File: src/strobe_map.svh
`ifndef STROBE_MAP_SVH
`define STROBE_MAP_SVH
`define DATA_WIDTH 16
`define FIFO_DEPTH 16
`define CLK_PERIOD_NS 100
`define READY_DELAY_NS 1000
`define READY_DELAY_CYC ((`READY_DELAY_NS + `CLK_PERIOD_NS - 1) / `CLK_PERIOD_NS)
`define IRQ_PULSE_NS 500
`define IRQ_PULSE_CYC ((`IRQ_PULSE_NS + `CLK_PERIOD_NS - 1) / `CLK_PERIOD_NS)
`endif

File: src/strobe_pkg.sv
package strobe_pkg;
   typedef enum logic [1:0] {
      memory_card_mode,
      io_card_mode,
      ide_mode
   } card_mode_t;
   typedef struct packed {
      logic io_read_strobe_n;
      logic io_write_strobe_n;
      logic output_enable_n;
      logic dma_read_strobe_n;
      logic dma_write_strobe_n;
      logic dma_grant_n;
      logic taskfile_select_n;
      logic ctrl_block_select_n;
      logic card_select_n;
   } host_strobes_t;
   typedef struct packed {
      logic taskfile_read;
      logic ctrl_block_read;
      logic attr_read;
      logic common_read;
      logic io_read;
   } read_kind_t;
endpackage

File: src/sync_2ff.sv
module sync_2ff #(
   parameter int WIDTH = 1,
   parameter logic [WIDTH-1:0] INIT = '0
) (
   input wire logic sys_clk,
   input wire logic reset_n,
   input wire logic [WIDTH-1:0] async_in,
   output logic [WIDTH-1:0] sync_out
);
   logic [WIDTH-1:0] meta_reg;
   always_ff @(posedge sys_clk or negedge reset_n) begin
      if (!reset_n) begin
         meta_reg <= INIT;
         sync_out <= INIT;
      end else begin
         meta_reg <= async_in;
         sync_out <= meta_reg;
      end
   end
endmodule

File: src/word_fifo.sv
module word_fifo #(
   parameter int WIDTH = 16,
   parameter int DEPTH = 16
) (
   input wire logic sys_clk,
   input wire logic reset_n,
   input wire logic in_valid,
   output logic in_ready,
   input wire logic [WIDTH-1:0] in_data,
   output logic out_valid,
   input wire logic out_ready,
   output logic [WIDTH-1:0] out_data
);
   localparam int AW = $clog2(DEPTH);
   logic [WIDTH-1:0] mem [DEPTH];
   logic [AW-1:0] wr_ptr_reg;
   logic [AW-1:0] rd_ptr_reg;
   logic [AW:0] count_reg;
   wire logic push = in_valid && in_ready;
   wire logic pop = out_valid && out_ready;
   assign in_ready = (count_reg != DEPTH[AW:0]);
   assign out_valid = (count_reg != '0);
   always_ff @(posedge sys_clk) begin
      if (push) begin
         mem[wr_ptr_reg] <= in_data;
      end
   end
   // read data registered; shows head word whenever not empty, once that word has been stored for one clock
   always_ff @(posedge sys_clk or negedge reset_n) begin
      if (!reset_n) begin
         out_data <= '0;
      end else if (pop || !out_valid) begin
         out_data <= mem[pop ? rd_ptr_reg + 1'b1 : rd_ptr_reg];
      end else begin
         out_data <= mem[rd_ptr_reg];
      end
   end
   always_ff @(posedge sys_clk or negedge reset_n) begin
      if (!reset_n) begin
         wr_ptr_reg <= '0;
         rd_ptr_reg <= '0;
         count_reg <= '0;
      end else begin
         wr_ptr_reg <= wr_ptr_reg + AW'(push);
         rd_ptr_reg <= rd_ptr_reg + AW'(pop);
         count_reg <= count_reg + (AW+1)'(push) - (AW+1)'(pop);
      end
   end
endmodule

File: src/card_host_strobe_handshake.sv
`include "strobe_map.svh"

module card_host_strobe_handshake
   import strobe_pkg::*;
#(
   parameter int DATA_WIDTH = `DATA_WIDTH,
   parameter int FIFO_DEPTH = `FIFO_DEPTH,
   parameter int READY_DELAY_CYC = `READY_DELAY_CYC,
   parameter int IRQ_PULSE_CYC = `IRQ_PULSE_CYC
) (
   input wire logic sys_clk,
   input wire logic reset_n,
   input wire logic reset_held_at_powerup,
   input wire host_strobes_t host_pins,
   input wire logic [DATA_WIDTH-1:0] host_data_in,
   input wire logic device_selected,
   input wire logic io_addr_hit,
   input wire logic io_configured,
   input wire logic level_irq_mode,
   input wire logic irq_event,
   input wire logic busy_in,
   input wire logic [DATA_WIDTH-1:0] read_data,
   input wire logic dma_in_valid,
   output logic dma_in_ready,
   input wire logic [DATA_WIDTH-1:0] dma_in_data,
   input wire logic dma_to_host,
   input wire logic dma_active,
   input wire logic dma_more_data,
   output logic [DATA_WIDTH-1:0] dma_out_data,
   output logic dma_out_valid,
   output logic io_read_ack_n,
   output logic io_read_ack_oe,
   output logic dma_request,
   output logic dma_request_oe,
   output logic ready_busy_n,
   output logic [DATA_WIDTH-1:0] host_data_out,
   output logic host_data_oe,
   output logic [DATA_WIDTH-1:0] write_data,
   output logic write_strobe,
   output logic write_to_taskfile,
   output logic write_to_ctrl_block,
   output read_kind_t read_kind,
   output card_mode_t card_mode
);
   host_strobes_t pins_sync;
   logic [DATA_WIDTH-1:0] data_sync;
   logic io_write_strobe_n_prev_reg;
   logic dmaw_prev_reg;
   logic dmar_prev_reg;
   logic mode_latched_reg;
   logic [$clog2(READY_DELAY_CYC+1)-1:0] ready_cnt_reg;
   logic [$clog2(IRQ_PULSE_CYC+1)-1:0] irq_cnt_reg;
   logic irq_level_reg;
   logic never_busy_reg;
   logic fifo_out_valid;
   logic fifo_out_ready;
   logic [DATA_WIDTH-1:0] fifo_out_data;
   logic fifo_in_ready;
   card_mode_t mode_next;

   // one clock of history per strobe is enough to find its edges
   function automatic logic rose_edge(input logic prev_n, input logic now_n);
      return !prev_n && now_n;
   endfunction

   function automatic logic fell_edge(input logic prev_n, input logic now_n);
      return prev_n && !now_n;
   endfunction

   sync_2ff #(.WIDTH($bits(host_strobes_t)), .INIT('1)) u_pin_sync (
      .sys_clk(sys_clk),
      .reset_n(reset_n),
      .async_in(host_pins),
      .sync_out(pins_sync)
   );
   sync_2ff #(.WIDTH(DATA_WIDTH), .INIT('0)) u_data_sync (
      .sys_clk(sys_clk),
      .reset_n(reset_n),
      .async_in(host_data_in),
      .sync_out(data_sync)
   );

   // dma words from the controller toward the host pass a fifo
   word_fifo #(.WIDTH(DATA_WIDTH), .DEPTH(FIFO_DEPTH)) u_dma_fifo (
      .sys_clk(sys_clk),
      .reset_n(reset_n),
      .in_valid(dma_in_valid),
      .in_ready(fifo_in_ready),
      .in_data(dma_in_data),
      .out_valid(fifo_out_valid),
      .out_ready(fifo_out_ready),
      .out_data(fifo_out_data)
   );

   // mode is sampled until the latch closes after reset release; later only a non-ide card moving to io_card_mode is taken
   assign mode_next = !pins_sync.output_enable_n ? ide_mode :
                      io_configured ? io_card_mode : memory_card_mode;

   wire logic is_ide = (card_mode == ide_mode);
   wire logic is_io = (card_mode == io_card_mode);
   wire logic io_path = is_ide || is_io;
   wire logic dma_on = is_ide && dma_active;
   // grant only counts while dma is in progress
   wire logic grant = dma_on && !pins_sync.dma_grant_n;
   // chip selects must stay negated under dma
   wire logic cs_any = !pins_sync.taskfile_select_n ||
                       !pins_sync.ctrl_block_select_n;
   wire logic ide_tf = is_ide && !pins_sync.taskfile_select_n;
   wire logic ide_cb = is_ide && !pins_sync.ctrl_block_select_n;
   wire logic pc_sel = !is_ide && !pins_sync.card_select_n;
   wire logic io_rd = io_path && !pins_sync.io_read_strobe_n &&
                      (is_ide ? (ide_tf || ide_cb) : pc_sel);
   wire logic io_ack = is_io && pc_sel && io_addr_hit &&
                       !pins_sync.io_read_strobe_n;
   wire logic oe_rd = !is_ide && pc_sel && !pins_sync.output_enable_n;
   wire logic io_write_strobe_n_edge = rose_edge(io_write_strobe_n_prev_reg,
                                    pins_sync.io_write_strobe_n);
   wire logic dmar_edge = fell_edge(dmar_prev_reg,
                                    pins_sync.dma_read_strobe_n);
   wire logic dmaw_edge = rose_edge(dmaw_prev_reg,
                                    pins_sync.dma_write_strobe_n);
   wire logic io_write_strobe_n_rise = io_path && io_write_strobe_n_edge;
   // dma edges count only under grant with both selects negated
   wire logic dmar_fall = grant && !cs_any && dmar_edge;
   wire logic dmaw_rise = grant && !cs_any && dmaw_edge;
   wire logic irq_start = irq_event && !irq_level_reg;
   wire logic mode_take = !mode_latched_reg ||
                          (card_mode != ide_mode && mode_next == io_card_mode);
   wire logic host_read = io_rd || oe_rd || dmar_fall;
   wire logic ready_done = (ready_cnt_reg == '0);
   wire logic irq_pulse_on = (irq_cnt_reg != '0);
   wire logic io_irq_n = !(level_irq_mode ? irq_level_reg
                                          : irq_pulse_on);
   wire logic ide_irq = irq_level_reg;
   wire logic pin_level = never_busy_reg ? 1'b1 :
                          !ready_done ? 1'b0 :
                          is_ide ? ide_irq :
                          is_io ? io_irq_n :
                          !busy_in;
   wire logic req_next = dma_on && dma_more_data &&
                         (dma_to_host ? fifo_out_valid : 1'b1) &&
                         !grant;
   wire read_kind_t kind_next = '{
      taskfile_read: io_rd && ide_tf,
      ctrl_block_read: io_rd && ide_cb,
      attr_read: oe_rd,
      common_read: oe_rd && !is_io,
      io_read: io_rd && !is_ide
   };

   assign fifo_out_ready = dmar_fall && dma_to_host;
   assign dma_in_ready = fifo_in_ready;

   always_ff @(posedge sys_clk or negedge reset_n) begin
      if (!reset_n) begin
         io_write_strobe_n_prev_reg <= 1'b1;
         dmaw_prev_reg <= 1'b1;
         dmar_prev_reg <= 1'b1;
      end else begin
         io_write_strobe_n_prev_reg <= pins_sync.io_write_strobe_n;
         dmaw_prev_reg <= pins_sync.dma_write_strobe_n;
         dmar_prev_reg <= pins_sync.dma_read_strobe_n;
      end
   end

   // strap-like sampling happens on the first clocked edges after release
   always_ff @(posedge sys_clk or negedge reset_n) begin
      if (!reset_n) begin
         card_mode <= memory_card_mode;
      end else if (mode_take) begin
         card_mode <= mode_next;
      end
   end

   // latch closes once the boot count ends, freezing the mode strap
   always_ff @(posedge sys_clk or negedge reset_n) begin
      if (!reset_n) begin
         mode_latched_reg <= 1'b0;
      end else begin
         mode_latched_reg <= ready_done;
      end
   end

   // read until the latch closes; a reset pin that moves later has no say here
   always_ff @(posedge sys_clk or negedge reset_n) begin
      if (!reset_n) begin
         never_busy_reg <= 1'b0;
      end else if (!mode_latched_reg) begin
         never_busy_reg <= reset_held_at_powerup;
      end
   end

   always_ff @(posedge sys_clk or negedge reset_n) begin
      if (!reset_n) begin
         ready_cnt_reg <= ($clog2(READY_DELAY_CYC+1))'(READY_DELAY_CYC);
      end else if (!ready_done) begin
         ready_cnt_reg <= ready_cnt_reg - 1'b1;
      end
   end

   // level irq holds until the source drops; pulse irq is a fixed width
   always_ff @(posedge sys_clk or negedge reset_n) begin
      if (!reset_n) begin
         irq_level_reg <= 1'b0;
      end else begin
         irq_level_reg <= irq_event;
      end
   end

   // pulse width is fixed; a source that stays high does not restart it
   always_ff @(posedge sys_clk or negedge reset_n) begin
      if (!reset_n) begin
         irq_cnt_reg <= '0;
      end else if (irq_start) begin
         irq_cnt_reg <= ($clog2(IRQ_PULSE_CYC+1))'(IRQ_PULSE_CYC);
      end else if (irq_pulse_on) begin
         irq_cnt_reg <= irq_cnt_reg - 1'b1;
      end
   end

   always_ff @(posedge sys_clk or negedge reset_n) begin
      if (!reset_n) begin
         dma_request <= 1'b0;
      end else begin
         dma_request <= req_next;
      end
   end

   // enable follows ide mode and selection only, so a deselected device lets go on the next clock
   always_ff @(posedge sys_clk or negedge reset_n) begin
      if (!reset_n) begin
         dma_request_oe <= 1'b0;
      end else begin
         dma_request_oe <= is_ide && device_selected;
      end
   end

   always_ff @(posedge sys_clk or negedge reset_n) begin
      if (!reset_n) begin
         io_read_ack_n <= 1'b1;
         io_read_ack_oe <= 1'b0;
      end else begin
         io_read_ack_n <= !io_ack;
         io_read_ack_oe <= is_io && pc_sel;
      end
   end

   // reset value is low so the pin reads busy from the first edge
   always_ff @(posedge sys_clk or negedge reset_n) begin
      if (!reset_n) begin
         ready_busy_n <= 1'b0;
      end else begin
         ready_busy_n <= pin_level;
      end
   end

   always_ff @(posedge sys_clk or negedge reset_n) begin
      if (!reset_n) begin
         host_data_oe <= 1'b0;
      end else begin
         host_data_oe <= host_read;
      end
   end

   // data hold their last value between reads; only the enable drops
   always_ff @(posedge sys_clk or negedge reset_n) begin
      if (!reset_n) begin
         host_data_out <= '0;
      end else if (dmar_fall) begin
         host_data_out <= fifo_out_data;
      end else if (host_read) begin
         host_data_out <= read_data;
      end
   end

   always_ff @(posedge sys_clk or negedge reset_n) begin
      if (!reset_n) begin
         read_kind <= '0;
      end else begin
         read_kind <= kind_next;
      end
   end

   always_ff @(posedge sys_clk or negedge reset_n) begin
      if (!reset_n) begin
         write_strobe <= 1'b0;
         write_to_taskfile <= 1'b0;
         write_to_ctrl_block <= 1'b0;
      end else begin
         write_strobe <= io_write_strobe_n_rise;
         write_to_taskfile <= io_write_strobe_n_rise && ide_tf;
         write_to_ctrl_block <= io_write_strobe_n_rise && ide_cb;
      end
   end

   // the synced data bus settled long before the trailing edge arrives
   always_ff @(posedge sys_clk or negedge reset_n) begin
      if (!reset_n) begin
         write_data <= '0;
      end else if (io_write_strobe_n_rise) begin
         write_data <= data_sync;
      end
   end

   always_ff @(posedge sys_clk or negedge reset_n) begin
      if (!reset_n) begin
         dma_out_valid <= 1'b0;
      end else begin
         dma_out_valid <= dmaw_rise && !dma_to_host;
      end
   end

   always_ff @(posedge sys_clk or negedge reset_n) begin
      if (!reset_n) begin
         dma_out_data <= '0;
      end else if (dmaw_rise) begin
         dma_out_data <= data_sync;
      end
   end
endmodule

File: config.mk
export PLATFORM = sky130hd
export DESIGN_NAME = card_host_strobe_handshake
export DESIGN_NICKNAME = d
export VERILOG_FILES = /design/src/strobe_pkg.sv /design/src/sync_2ff.sv /design/src/word_fifo.sv /design/src/card_host_strobe_handshake.sv
export VERILOG_INCLUDE_DIRS = /design/src
export SDC_FILE = /design/constraint.sdc
export NUM_CORES = 1
export LEC_CHECK = 0
export CAP_MARGIN = 20
export CORE_MARGIN = 5
export CORE_UTILIZATION = 40
export CTS_CLUSTER_DIAMETER = 50
export CTS_CLUSTER_SIZE = 8
export DETAILED_ROUTE_END_ITERATION = 7
export DONT_BUFFER_PORTS = 1
export RECOVER_POWER = 50
export SYNTH_ARGS = -nofsm -noshare
export SYNTH_HDL_FRONTEND = slang
export SYNTH_SLANG_ARGS = --single-unit
File: constraint.sdc
create_clock -name sys_clk -period 2.73 [get_ports sys_clk]
set_input_delay 0.273 -clock sys_clk [delete_from_list [all_inputs] [get_ports sys_clk]]
set_output_delay 0.273 -clock sys_clk [all_outputs]
set_load 0.05 [all_outputs]
==> flow_summary.toml <==
[run_status]
status = "finished, violations left"
violations = "hold timing"

[synth]
ys_ff_latch = 413
ys_warn_count = 0
synth_cells = 1057
postSynthAreaPerCell_um2 = 15.37
yosys_most_used_dff = "edfxtp_1"
mappedNetlistArea_um2 = 16240
async_reset_ff_share_pct = 38.01
yosysSeqAreaShare_pct = 71.70
synth_cell_types = 67
synth-edff-count = 256
syn-num-nets = 1143

[clocking]
clock_sinks = 413
cts-root-buf = "clkbuf_16"
hold_buffers = 65
cts_tree = "done"
clock_latency_ns = 0.62
clkTransAtPathRegs_ns = 0.05
cts_max_path_buffers = 3
cts_made_buffers = 60
ctsHtreeMaxLevel = 2

[sta]
hold_violations = 157
fin_ws_ns = 0.02890
setup_viol_count_final = 0
fmax_mhz = 370.2
slew_headroom_pct = 57.73
fin_skew_ns = 0.03116
rsz0062_at_grt = "yes"
period_minus_slack_ns = 2.701
worstMarginPinSlew_ns = 0.6326
hold_ws_ns = -0.6370
finalMaxSlewViolations = 0
finalCritPeriodShare_pct = 98.94

[die]
initial_core_util_pct = 40.69
die_h_um = 211.5
die_width_um = 211.5
rows = 73
io_pins = 136
core-area_um2 = 39910
die-area_um2 = 44740

[global_route]
grt_overflow = 0
grt_usage_pct = 18.15
antenna_found_initial = 2
grt_pass1_vias = 10175
grt_max_degree = 158
grt_pass1_wl_um = 62160

[place]
hpwl_um = 25900
port_buffers = 0
place_congestion = 0.8562
dp_slack_ns = -0.2662

[power]
total_power_mw = 18.15
powerDensity_nw_per_um2 = 880.4
leakagePower_nw = 7.688
vdd_drop_max_v = 0.0005144

[finish]
syn_to_final_growth_pct = 26.91
largest_register_ffs = 256
drive_gt1_share_pct = 27.45
nets = 1343
top_register = "u_dma_fifo.mem"

[worst_setup_path]
required_ns = 3.21
rr_worst_depth = 13
timing.rr.end = "u_dma_fifo.out_data[15]$_DFF_PN0_"
critPathMaxFanout = 11
r2r-start = "u_dma_fifo.count_reg[2]$_DFF_PN0_"
r2r_slack_ns = 0.03
cp.arrival_ns = 3.18
worstSetupPathType = "flip-flop to flip-flop"
setup.worst_path.end_class = "flip-flop"
worstSetupStartpointType = "flip-flop"

[routing]
viasPerCell = 5.470
drc = 0
ant_nets = 0
drt_iter0_drc = 1089
detail_route.wl_per_cell_um = 22.47
drt-pass1-iter-count = 8
routed_wl_um = 41110
num_vias = 10010

[min_path]
min_path_type = "input pin to asynchronous set/reset pin"

[run]
drv_cap = 0
[worst max path at each step]
stage | to | from
6_report | u_dma_fifo.out_data[15]$_DFF_PN0_ | u_dma_fifo.count_reg[2]$_DFF_PN0_
5_1_grt | u_dma_fifo.count_reg[4]$_DFF_PN0_ | u_dma_fifo.count_reg[2]$_DFF_PN0_
4_1_cts | u_dma_fifo.out_data[10]$_DFF_PN0_ | dmar_prev_reg$_DFF_PN1_
3_5_place_dp | u_dma_fifo.out_data[14]$_DFF_PN0_ | u_dma_fifo.count_reg[2]$_DFF_PN0_
3_3_place_gp | u_dma_fifo.out_data[11]$_DFF_PN0_ | u_dma_fifo.count_reg[2]$_DFF_PN0_
2_1_floorplan | u_dma_fifo.out_data[8]$_DFF_PN0_ | card_mode[0]$_DFFE_PN0P_
[cell usage after synthesis, drive strengths merged, types with 13 or more instances]
| master | instances | area [um^2] |
|---|---|---|
| nand2 | 153 | 581.8 |
| nor2 | 39 | 148.9 |
| nor3 | 13 | 65.06 |
| nand3 | 45 | 225.2 |
| o21ai | 21 | 105.1 |
| ha | 15 | 187.7 |
| mux2 | 36 | 405.4 |
| dfstp | 24 | 630.6 |
| mux4 | 39 | 882.1 |
| o22ai | 38 | 237.7 |
| mux2i | 30 | 300.3 |
| dfrtp | 133 | 3328 |
| clkbuf | 25 | 93.84 |
| buf | 29 | 153.9 |
| a211oi | 13 | 97.59 |
| edfxtp | 256 | 7687 |
| inv | 24 | 92.59 |
[per-layer routing]
metal	part of all wire [%]	global-route usage (%)	wire [um]	up-vias
met4	2.8	5.664	1140	2
met3	8.5	5.009	3507	88
met1	42	24.83	17430	5060
li1	-	-	-	4420
met5	0.032	0	13	-
met2	46	28.50	19020	440
[critical path, cell delays in order (launching register included)]
cell	delay [ns]
dfrtp_1	0.39
inv_2	0.09
ha_4	0.15
or4b_4	0.49
nand4_4	0.10
inv_4	0.07
xnor2_4	0.21
clkinv_4	0.16
buf_12	0.16
buf_16	0.14
buf_8	0.14
a221o_1	0.28
o22ai_2	0.11
a211oi_1	0.09
[per-stage QoR]
stage	hold slack [ns]	cells	utilization (%)	TNS, ns	cell area [um^2]
2_1_floorplan	-0.02259	1057	-	0	16290
4_1_cts	-0.6734	1822	51.18	0	20430
6_report	-0.6370	1830	51.65	0	20610
3_3_place_gp	-0.01820	1644	44.56	-0.6865	17790
5_1_grt	-0.6669	1829	51.64	-0.6524	20610
3_5_place_dp	-0.01800	1644	44.56	-2.078	17790
[power by group]
| group | internal [mW] | total, mW | switching [mW] |
|---|---|---|---|
| Combinational | 1.37 | 2.88 | 1.51 |
| Clock | 4.36 | 6.99 | 2.63 |
| Sequential | 7.42 | 8.28 | 0.857 |
| Total | 13.2 | 18.1 | 5.00 |
[repair_timing]
| item | in CTS | in global routing |
|---|---|---|
| endpoints found under the setup margin | 17 | 16 |
| gates resized for setup | 21 | 26 |
| cloned | 1 | 0 |
| pin swaps | 7 | 10 |
| hold endpoints to repair | 465 | 157 |
| buffers inserted | 4 | 7 |
[cell families (layout without fill, tap and decap cells)]
family | count (synthesis) | count (layout) | synth area share (%)
and+or+nand+nor | 304 | 304 | 8.805
xor gates and xnor gates | 13 | 13 | 0.8165
AOI/OAI and AO/OA | 128 | 128 | 5.531
DFF | 413 | 413 | 71.70
buffers and inverters | 78 | 325 | 2.095
muxes | 105 | 105 | 9.775
other | 0 | 1 | 0
adders and majority gates | 16 | 16 | 1.279
[layout make-up]
class	count	area, um^2
antenna	1	2.502
clock buffer	102	1690
clock inverter	7	136.4
fill	3262	19300
inverter	24	97.59
multi-input combinational	566	4553
sequential	413	11650
tap	525	656.9
timing repair buffer	192	1829
[layout by cell type (no fill, tap or decap), drive strengths merged, types with 10 or more instances in the layout]
master / synthesis / routed
a211oi: 13 / 13
a21oi: 10 / 10
a32oi: 10 / 10
buf: 29 / 127
clkbuf: 25 / 102
dfrtp: 133 / 133
dfstp: 24 / 24
dlygate4sd3: 0 / 65
edfxtp: 256 / 256
ha: 15 / 15
inv: 24 / 23
mux2: 36 / 36
mux2i: 30 / 30
mux4: 39 / 39
nand2: 153 / 153
nand3: 45 / 45
nor2: 39 / 39
nor3: 13 / 13
nor4: 11 / 11
o21ai: 21 / 21
o22ai: 38 / 38
(Power assumes the default switching activity.)
